==> config.mk <==
export PLATFORM = sky130hd
export DESIGN_NAME = cond_branch_bitop_shift_exec
export DESIGN_NICKNAME = d
export VERILOG_FILES = /design/src/rtl/bitop_pkg.sv /design/src/rtl/io_bit_mem.sv /design/src/rtl/cond_branch_bitop_shift_exec.sv
export SDC_FILE = /design/constraint.sdc
export NUM_CORES = 1
export LEC_CHECK = 0
export ABC_AREA = 1
export BUFFER_PORTS_ARGS = -buffer_cell sky130_fd_sc_hd__buf_2
export CAP_MARGIN = 30
export CORE_UTILIZATION = 55
export DETAILED_ROUTE_END_ITERATION = 8
export PLACE_DENSITY = 0.82
export SYNTH_ARGS = -nofsm -noshare
export SYNTH_HDL_FRONTEND = slang
export SYNTH_SLANG_ARGS = --single-unit
==> constraint.sdc <==
create_clock -name clk -period 2.7 [get_ports clk]
set_input_delay 0.135 -clock clk [delete_from_list [all_inputs] [get_ports clk]]
set_output_delay 0.135 -clock clk [all_outputs]
set_load 0.01 [all_outputs]
==> src/rtl/bitop_pkg.sv <==
package bitop_pkg;
   // operation selector codes
   typedef enum logic [4:0] {
      op_none,
      branch_flag_one, branch_flag_zero,
      branch_equal, branch_not_equal,
      branch_carry_one, branch_carry_zero,
      branch_same_higher, branch_lower,
      branch_minus, branch_plus,
      branch_signed_ge, branch_signed_lt,
      branch_halfcarry_one, branch_halfcarry_zero,
      branch_tbit_one, branch_tbit_zero,
      branch_overflow_one, branch_overflow_zero,
      branch_irq_enabled, branch_irq_disabled,
      io_bit_set_op, io_bit_clear_op,
      shift_left_op, shift_right_op,
      rotate_left_carry_op, rotate_right_carry_op
   } op_t;

   // status flag bit positions
   localparam int FLAG_C = 0;
   localparam int FLAG_Z = 1;
   localparam int FLAG_N = 2;
   localparam int FLAG_V = 3;
   localparam int FLAG_S = 4;
   localparam int FLAG_H = 5;
   localparam int FLAG_T = 6;
   localparam int FLAG_I = 7;

   // widths
   localparam int PC_W = 12;
   localparam int IO_AW = 5;

   // reset values and pc increment
   localparam logic [11:0] PC_RST = 12'h000;
   localparam logic [7:0] BYTE_RST = 8'h00;
   localparam logic [11:0] PC_ONE = 12'h001;

   // io register file size
   localparam int IO_DEPTH = 32;
endpackage

==> src/rtl/io_bit_mem.sv <==
`timescale 1ns/1ps
// small io register space, registered read port, one write port
module io_bit_mem (
   input wire logic clk,
   input wire logic resetn,
   input wire logic [4:0] raddr,
   output logic [7:0] rdata,
   input wire logic we,
   input wire logic [4:0] waddr,
   input wire logic [7:0] wdata
);
   logic [7:0] mem [bitop_pkg::IO_DEPTH];

   // storage, cleared at reset
   always_ff @(posedge clk or negedge resetn) begin
      if (!resetn) begin
         for (int i = 0; i < bitop_pkg::IO_DEPTH; i++) begin
            mem[i] <= bitop_pkg::BYTE_RST;
         end
      end else if (we) begin
         mem[waddr] <= wdata;
      end
   end

   // registered read
   always_ff @(posedge clk or negedge resetn) begin
      if (!resetn) begin
         rdata <= bitop_pkg::BYTE_RST;
      end else begin
         rdata <= mem[raddr];
      end
   end
endmodule

==> src/rtl/cond_branch_bitop_shift_exec.sv <==
`timescale 1ns/1ps
// Operation
// RULE_01: flag s one: pc gets pc plus k plus one, else sequential.
// RULE_02: flag s zero: pc gets pc plus k plus one, else falls through.
// RULE_03: equal taken on z one, not-equal on z zero.
// RULE_04: carry-set and lower on c one; carry-zero and same-higher on c zero.
// RULE_05: minus taken on n one, plus on n zero.
// RULE_06: signed greater-or-equal taken when n xor v is zero.
// RULE_07: half-carry branches taken on h one or h zero.
// RULE_08: t-bit branches taken on t one or t zero.
// RULE_09: overflow branches taken on v one or v zero.
// RULE_10: interrupt branches taken on i one or i zero.
// RULE_11: io set bit forces bit b of io register p high, two cycles.
// RULE_12: io clear bit forces bit b of io register p low, two cycles.
// RULE_13: shift left, zero into bit 0, one cycle, updates z c n v.
// RULE_14: shift right, zero into bit 7, one cycle, updates z c n v.
// RULE_15: rotate left through carry, old bit 7 to carry, updates z c n v.
// RULE_16: rotate right through carry, old bit 0 to carry, updates z c n v.
// RULE_17: signed less-than taken when n and v differ.
// RULE_18: branches one cycle untaken, two taken; k signed; no flag change.
module cond_branch_bitop_shift_exec (
   input wire logic clk,
   input wire logic resetn,
   input wire logic start,
   input wire bitop_pkg::op_t op,
   input wire logic [2:0] sel,
   input wire logic [6:0] k,
   input wire logic [4:0] io_addr,
   input wire logic [7:0] rd_in,
   input wire logic [7:0] flags_in,
   input wire logic [11:0] pc_in,
   input wire logic [4:0] dbg_io_addr,
   output logic busy_r,
   output logic done_r,
   output logic [11:0] pc_r,
   output logic pc_load_r,
   output logic [7:0] rd_r,
   output logic rd_we_r,
   output logic [7:0] status_flags_reg,
   output logic flags_we_r,
   output logic [7:0] dbg_io_data_r
);
   typedef enum logic [1:0] {st_idle, st_branch2, st_io2} state_t;

   state_t state_r;
   logic [7:0] io_rdata;
   logic io_we;
   logic [4:0] io_raddr;
   logic [4:0] io_addr_r;
   logic [2:0] bit_r;
   logic set_r;
   logic [11:0] target_r;
   logic [7:0] io_wdata;
   logic taken;
   logic [11:0] target;
   logic [7:0] res;
   logic res_c;
   logic [7:0] new_flags;
   logic is_shift;
   logic accept;
   logic two_cycle;
   logic [11:0] seq_pc;

   // branch condition from status flags
   function automatic logic cond_eval(input bitop_pkg::op_t o, input logic [7:0] f, input logic [2:0] s);
      logic r;
      r = 1'b0;
      case (o)
         // any flag picked by index
         bitop_pkg::branch_flag_one: r = f[s]; // see RULE_01
         bitop_pkg::branch_flag_zero: r = ~f[s]; // see RULE_02
         // zero flag
         bitop_pkg::branch_equal: r = f[bitop_pkg::FLAG_Z]; // see RULE_03
         bitop_pkg::branch_not_equal: r = ~f[bitop_pkg::FLAG_Z]; // see RULE_03
         // carry flag, unsigned compare aliases share it
         bitop_pkg::branch_carry_one, bitop_pkg::branch_lower: r = f[bitop_pkg::FLAG_C]; // see RULE_04
         bitop_pkg::branch_carry_zero, bitop_pkg::branch_same_higher: r = ~f[bitop_pkg::FLAG_C]; // see RULE_04
         // negative flag
         bitop_pkg::branch_minus: r = f[bitop_pkg::FLAG_N]; // see RULE_05
         bitop_pkg::branch_plus: r = ~f[bitop_pkg::FLAG_N]; // see RULE_05
         // signed compare from n and v
         bitop_pkg::branch_signed_ge: r = ~(f[bitop_pkg::FLAG_N] ^ f[bitop_pkg::FLAG_V]); // see RULE_06
         bitop_pkg::branch_signed_lt: r = f[bitop_pkg::FLAG_N] ^ f[bitop_pkg::FLAG_V]; // see RULE_17
         // half carry
         bitop_pkg::branch_halfcarry_one: r = f[bitop_pkg::FLAG_H]; // see RULE_07
         bitop_pkg::branch_halfcarry_zero: r = ~f[bitop_pkg::FLAG_H]; // see RULE_07
         // transfer bit
         bitop_pkg::branch_tbit_one: r = f[bitop_pkg::FLAG_T]; // see RULE_08
         bitop_pkg::branch_tbit_zero: r = ~f[bitop_pkg::FLAG_T]; // see RULE_08
         // overflow
         bitop_pkg::branch_overflow_one: r = f[bitop_pkg::FLAG_V]; // see RULE_09
         bitop_pkg::branch_overflow_zero: r = ~f[bitop_pkg::FLAG_V]; // see RULE_09
         // global interrupt enable
         bitop_pkg::branch_irq_enabled: r = f[bitop_pkg::FLAG_I]; // see RULE_10
         bitop_pkg::branch_irq_disabled: r = ~f[bitop_pkg::FLAG_I]; // see RULE_10
         default: r = 1'b0;
      endcase
      return r;
   endfunction

   // io bit op decode, shared by address mux and sequencer
   function automatic logic is_io_op(input bitop_pkg::op_t o);
      logic r;
      r = (o == bitop_pkg::io_bit_set_op) || (o == bitop_pkg::io_bit_clear_op);
      return r;
   endfunction

   // io storage with registered read
   io_bit_mem u_io (
      .clk(clk),
      .resetn(resetn),
      .raddr(io_raddr),
      .rdata(io_rdata),
      .we(io_we),
      .waddr(io_addr_r),
      .wdata(io_wdata)
   );

   // accepted start, and whether the op needs a second cycle
   assign accept = (state_r == st_idle) && start;
   assign two_cycle = accept && (is_io_op(op) || taken);

   // io read address: operand while an io op starts, debug view otherwise
   assign io_raddr = (accept && is_io_op(op)) ? io_addr : dbg_io_addr;

   // read-modify-write of a single io bit
   always_comb begin
      io_wdata = io_rdata;
      io_wdata[bit_r] = set_r; // see RULE_11, RULE_12
   end

   // write back in the second cycle, once the old byte has been read
   assign io_we = (state_r == st_io2); // see RULE_11, RULE_12

   // branch decision, signed target and next address in sequence
   assign taken = cond_eval(op, status_flags_reg, sel);
   assign target = pc_in + {{5{k[6]}}, k} + bitop_pkg::PC_ONE; // see RULE_18
   assign seq_pc = pc_in + bitop_pkg::PC_ONE;

   // shift and rotate datapath
   always_comb begin
      is_shift = 1'b1;
      res = rd_in;
      res_c = status_flags_reg[bitop_pkg::FLAG_C];
      case (op)
         bitop_pkg::shift_left_op: begin
            res = {rd_in[6:0], 1'b0}; // see RULE_13
            res_c = rd_in[7];
         end
         bitop_pkg::shift_right_op: begin
            res = {1'b0, rd_in[7:1]}; // see RULE_14
            res_c = rd_in[0];
         end
         bitop_pkg::rotate_left_carry_op: begin
            res = {rd_in[6:0], status_flags_reg[bitop_pkg::FLAG_C]}; // see RULE_15
            res_c = rd_in[7];
         end
         bitop_pkg::rotate_right_carry_op: begin
            res = {status_flags_reg[bitop_pkg::FLAG_C], rd_in[7:1]}; // see RULE_16
            res_c = rd_in[0];
         end
         default: is_shift = 1'b0;
      endcase
   end

   // flags after shift: z c n, v = n xor c, s = n xor v
   always_comb begin
      new_flags = status_flags_reg;
      new_flags[bitop_pkg::FLAG_Z] = (res == bitop_pkg::BYTE_RST);
      new_flags[bitop_pkg::FLAG_C] = res_c;
      new_flags[bitop_pkg::FLAG_N] = res[7];
      // overflow and sign from the new top bit and the bit shifted out
      new_flags[bitop_pkg::FLAG_V] = res[7] ^ res_c;
      new_flags[bitop_pkg::FLAG_S] = res[7] ^ res[7] ^ res_c;
   end

   // sequencer
   always_ff @(posedge clk or negedge resetn) begin
      if (!resetn) begin
         state_r <= st_idle;
      end else begin
         case (state_r)
            st_idle: begin
               if (start && is_io_op(op)) begin
                  state_r <= st_io2; // see RULE_11, RULE_12
               end else if (start && taken) begin
                  state_r <= st_branch2; // see RULE_18
               end
            end
            st_branch2: begin
               state_r <= st_idle; // see RULE_18
            end
            st_io2: begin
               state_r <= st_idle; // see RULE_11, RULE_12
            end
            default: begin
               state_r <= st_idle;
            end
         endcase
      end
   end

   // io operands kept for the write-back cycle
   always_ff @(posedge clk or negedge resetn) begin
      if (!resetn) begin
         io_addr_r <= 5'h00;
         bit_r <= 3'h0;
         set_r <= 1'b0;
      end else if (accept) begin
         io_addr_r <= io_addr;
         bit_r <= sel;
         set_r <= (op == bitop_pkg::io_bit_set_op);
      end
   end

   // taken target kept for the second branch cycle
   always_ff @(posedge clk or negedge resetn) begin
      if (!resetn) begin
         target_r <= bitop_pkg::PC_RST;
      end else if (accept) begin
         target_r <= target;
      end
   end

   // two-cycle op accepted: io op or taken branch
   always_ff @(posedge clk or negedge resetn) begin
      if (!resetn) begin
         busy_r <= 1'b0;
      end else begin
         busy_r <= two_cycle; // see RULE_11, RULE_12, RULE_18
      end
   end

   // completion: single-cycle ops at once, two-cycle ops in their second cycle
   always_ff @(posedge clk or negedge resetn) begin
      if (!resetn) begin
         done_r <= 1'b0;
      end else if (accept) begin
         done_r <= !two_cycle; // see RULE_18
      end else begin
         done_r <= (state_r == st_branch2) || (state_r == st_io2); // see RULE_11, RULE_12
      end
   end

   // program counter: next in sequence at once, branch target one cycle later
   always_ff @(posedge clk or negedge resetn) begin
      if (!resetn) begin
         pc_r <= bitop_pkg::PC_RST;
         pc_load_r <= 1'b0;
      end else if (accept && !two_cycle) begin
         pc_r <= seq_pc; // see RULE_18
         pc_load_r <= 1'b1;
      end else if (state_r == st_branch2) begin
         pc_r <= target_r; // see RULE_01
         pc_load_r <= 1'b1;
      end else begin
         pc_load_r <= 1'b0;
      end
   end

   // shift result into the working register
   always_ff @(posedge clk or negedge resetn) begin
      if (!resetn) begin
         rd_r <= bitop_pkg::BYTE_RST;
         rd_we_r <= 1'b0;
      end else begin
         rd_we_r <= accept && is_shift;
         if (accept && is_shift) begin
            rd_r <= res; // see RULE_15, RULE_16
         end
      end
   end

   // flag write strobe, shifts only
   always_ff @(posedge clk or negedge resetn) begin
      if (!resetn) begin
         flags_we_r <= 1'b0;
      end else begin
         flags_we_r <= accept && is_shift; // see RULE_13, RULE_14
      end
   end

   // status flags: shift result, held over an accepted branch or io op, else followed
   always_ff @(posedge clk or negedge resetn) begin
      if (!resetn) begin
         status_flags_reg <= bitop_pkg::BYTE_RST;
      end else if (accept && is_shift) begin
         status_flags_reg <= new_flags; // see RULE_13, RULE_14
      end else if (!accept) begin // branches and io ops leave flags alone, see RULE_18
         status_flags_reg <= flags_in;
      end
   end

   // debug view of the io space
   always_ff @(posedge clk or negedge resetn) begin
      if (!resetn) begin
         dbg_io_data_r <= bitop_pkg::BYTE_RST;
      end else begin
         dbg_io_data_r <= io_rdata;
      end
   end
endmodule

==> results.yml <==
synth:
  syn_area_per_cell_sq_um: 7.43
  synth_area_sq_mm: 0.0167
  yosys_warnings: 0
  synth_area_leaders: "dfrtp_1 49%, nand2_1 15%, nand3_1 8.9%"
  synth_largest_area_cell: "dfrtp_1"
  synth_top_flop_cell: "dfrtp_1"
  ys_types: 38
  yosysTopAreaCellShare_pct: 49.1
  ys_seq_area_share_pct: 49.1
  synth_fp_nets: 2314
  synth_seq_cells: 327
  synth_most_common_cell: "nand2_1"
  syn_inst: 2242
  synthArstFlopShare_pct: 100
  synth_edf_count: 0
  yosys-top-cells-count: "675 x nand2_1, 352 x inv_1, 327 x dfrtp_1"
grt:
  grt_util_all_layers_pct: 31.2
  grt_pass1_vias: 15100
  gr-total-overflow: 0
  grt_max_degree: 98
  antenna_found_initial: 2
  grt_pass1_wl_um: 76900
worst_setup_path:
  reg2reg_from: "state_r[1]$_DFFE_PN0P_"
  worstPathRequired_ns: 3.16
  critical_path_class: "register to register"
  cp-end-kind: "register"
  worstReg2RegEnd: "u_io.rdata[7]$_DFF_PN0_"
  startpoint_type: "register"
  reg2reg_slack_ns: 0.17
  crit_fanout: 16
  critPathMaxStageDelay_ns: 0.44
  worst_path_max_delay_cell: "o21ai_4"
  r2r_cells: 13
  arrival_ns: 2.99
  path_common_cell: "nand2_1"
  cp_cell_sequence: "inv_1 -> ha_1 -> nand2_1 -> clkinv_1 -> nand3_4 -> o21ai_4 -> buf_4 -> nand3_1 -> nand3_1 -> nand3_1 -> nand2_1 -> nand2_1 -> nand2_1"
routing:
  drtIter0Drc: 1680
  wl_um: 47400
  first_pass_iters: 5
  drc: 0
  wire_per_inst_um: 17.0
  num_vias: 15800
  final_antenna_net_count: 0
  vias_per_cell: 5.66
floorplan:
  die_h_um: 176
  core-area_sq_mm: 0.0297
  die_x_um: 176
  dieArea_sq_mm: 0.0310
  row_count: 63
  io_pins: 97
  start_util_pct: 56.1
hold_path:
  hold_path_class: "input port to register"
  whs_path_depth: 4
  min-delay-start: "rd_in[5]"
  min_to: "rd_r[6]$_DFFE_PN0P_"
outcome:
  status: "completed"
timing:
  final_hold_viol_count: 0
  layout_setup_ws_ns: 0.168
  tightest_slew_ns: 0.995
  finalCritPeriodShare_pct: 93.8
  slew_headroom_pct: 33.4
  min_period_ns: 2.53
  clock_skew_ns: 0.0186
  tns_ns: 0
  finalSetupViolations: 0
  rsz0062_at_grt: "no"
  drv_slew: 0
  fmax_mhz: 395
pwr:
  power.density_mw_per_mm2: 776
  p_sw_share_pct: 33.7
  vdd_drop_max_v: 0.000700
  pwr-share-comb_pct: 23.9
  netSwitchingPower_w: 0.00506
  pwr-share-clk_pct: 33.9
  internal_power_w: 0.00997
  seqPwrFrac_pct: 42.1
  leakage_nw: 9.51
placed_design:
  port_buffers: 96
  place_ws_ns: 0.141
  dp_hpwl_um: 30800
  gp_congestion: 0.940
final_layout:
  diodes: 0
  max_flop_register: "u_io.mem"
  top_regs: "u_io.mem: 256 flops, pc_r: 12 flops, target_r: 12 flops"
  layout.nets: 2443
  area_delta_synth_final_pct: 16.3
  utilization_pct: 65.2
  layout-drive-gt1-share_pct: 10.2
  largest_register_ffs: 256
clock_tree:
  root_buffer: "clkbuf_16"
  clock_sinks: 327
  cts_buffers: 37
  clk_pin_slew_ns: 0.06
  htree_levels: 2
  clock_path_buffers: 3
  cts_tree: "done"
  postCtsSetupRepairBufs: 0
  clock_latency_ns: 0.52
run:
  maxCapViolations: 0
-- stage by stage --
step           total power [W]  hold WS [ns]  std cells  cell area [sq um]
6_report                0.0150        0.0157       2788              19400
5_1_grt                 0.0157        0.0440       2788              19400
4_1_cts                 0.0150       0.00208       2787              19300
3_5_place_dp           0.00982         0.108       2694              17800
3_3_place_gp           0.00970         0.105       2694              17800
2_1_floorplan          0.00850        -0.161       2242              16700
-- per-layer routing --
metal | track usage (%) | wire length, um
met4 | 14.3 | 1930
met2 | 49.7 | 21600
met3 | 5.62 | 4920
met1 | 41.5 | 18900
met5 | 0 | 11
-- cells in the final DEF (no fill, tap or decap), drive strengths merged, types with 2 or more instances in the layout --
master and n:
a21o 2, a21oi 28, a22oi 3, buf 158, bufinv 3, clkbuf 54, clkinv 6, clkinvlp 4
dfrtp 327, dlygate4sd3 27, ha 15, inv 359, nand2 678, nand3 296, nand3b 9, nand4 9
nor2 72, nor3 18, o211ai 5, o21ai 293, o21bai 2, o22ai 5, or2 2, xnor2 4
xor2 13
-- worst max-delay path by stage --
| stage | slack, ns | to | depth (start not counted) | start |
|---|---|---|---|---|
| 3_3_place_gp | 0.28 | u_io.rdata[3]$_DFF_PN0_ | 15 | state_r[0]$_DFFE_PN0P_ |
| 6_report | 0.17 | u_io.rdata[7]$_DFF_PN0_ | 13 | state_r[1]$_DFFE_PN0P_ |
| 4_1_cts | 0.12 | u_io.rdata[1]$_DFF_PN0_ | 15 | state_r[0]$_DFFE_PN0P_ |
| 2_1_floorplan | 0.64 | u_io.rdata[1]$_DFF_PN0_ | 16 | state_r[0]$_DFFE_PN0P_ |
| 5_1_grt | 0.02 | u_io.rdata[7]$_DFF_PN0_ | 15 | state_r[0]$_DFFE_PN0P_ |
| 3_5_place_dp | 0.14 | u_io.rdata[1]$_DFF_PN0_ | 15 | state_r[1]$_DFFE_PN0P_ |
-- power by group through the flow --
stage / sequential (W) / combinational, W / clock [W]
after detailed placement: 0.00636 / 0.00346 / 0
after global routing: 0.00640 / 0.00401 / 0.00532
after CTS: 0.00630 / 0.00353 / 0.00513
final: 0.00633 / 0.00360 / 0.00510
after global placement: 0.00633 / 0.00336 / 0
after floorplan: 0.00629 / 0.00222 / 0
-- layout make-up --
type | instances | area (sq um)
clock inverter | 13 | 168
timing repair buffer | 186 | 1330
fill | 2424 | 10300
clock buffer | 53 | 1070
multi-input combinational | 1460 | 6800
tap | 390 | 488
inverter | 359 | 1350
sequential | 327 | 8180
-- kinds of logic after synthesis --
logic type,synth area share (%)
AOI/OAI and AO/OA,10.6
xor gates and xnor gates,0.893
adders and majority gates,1.25
buffers and inverters,10.7
DFF,49.1
and+or+nand+nor,27.4
-- critical path: cells and delay by family (launching register included) --
kind            cells  cell delay [ns]
compound gates      1             0.44
fa+ha+maj           1             0.18
buf+inv             3             0.56
flops               1             0.39
simple gates        8             0.89
-- timing repair --
action	4_1_cts	5_1_grt
gates resized for setup	0	3
setup endpoints to repair	0	8
endpoints found under the hold margin	80	0
hold buffers	27	0
Power figures use the tool's default switching activity.
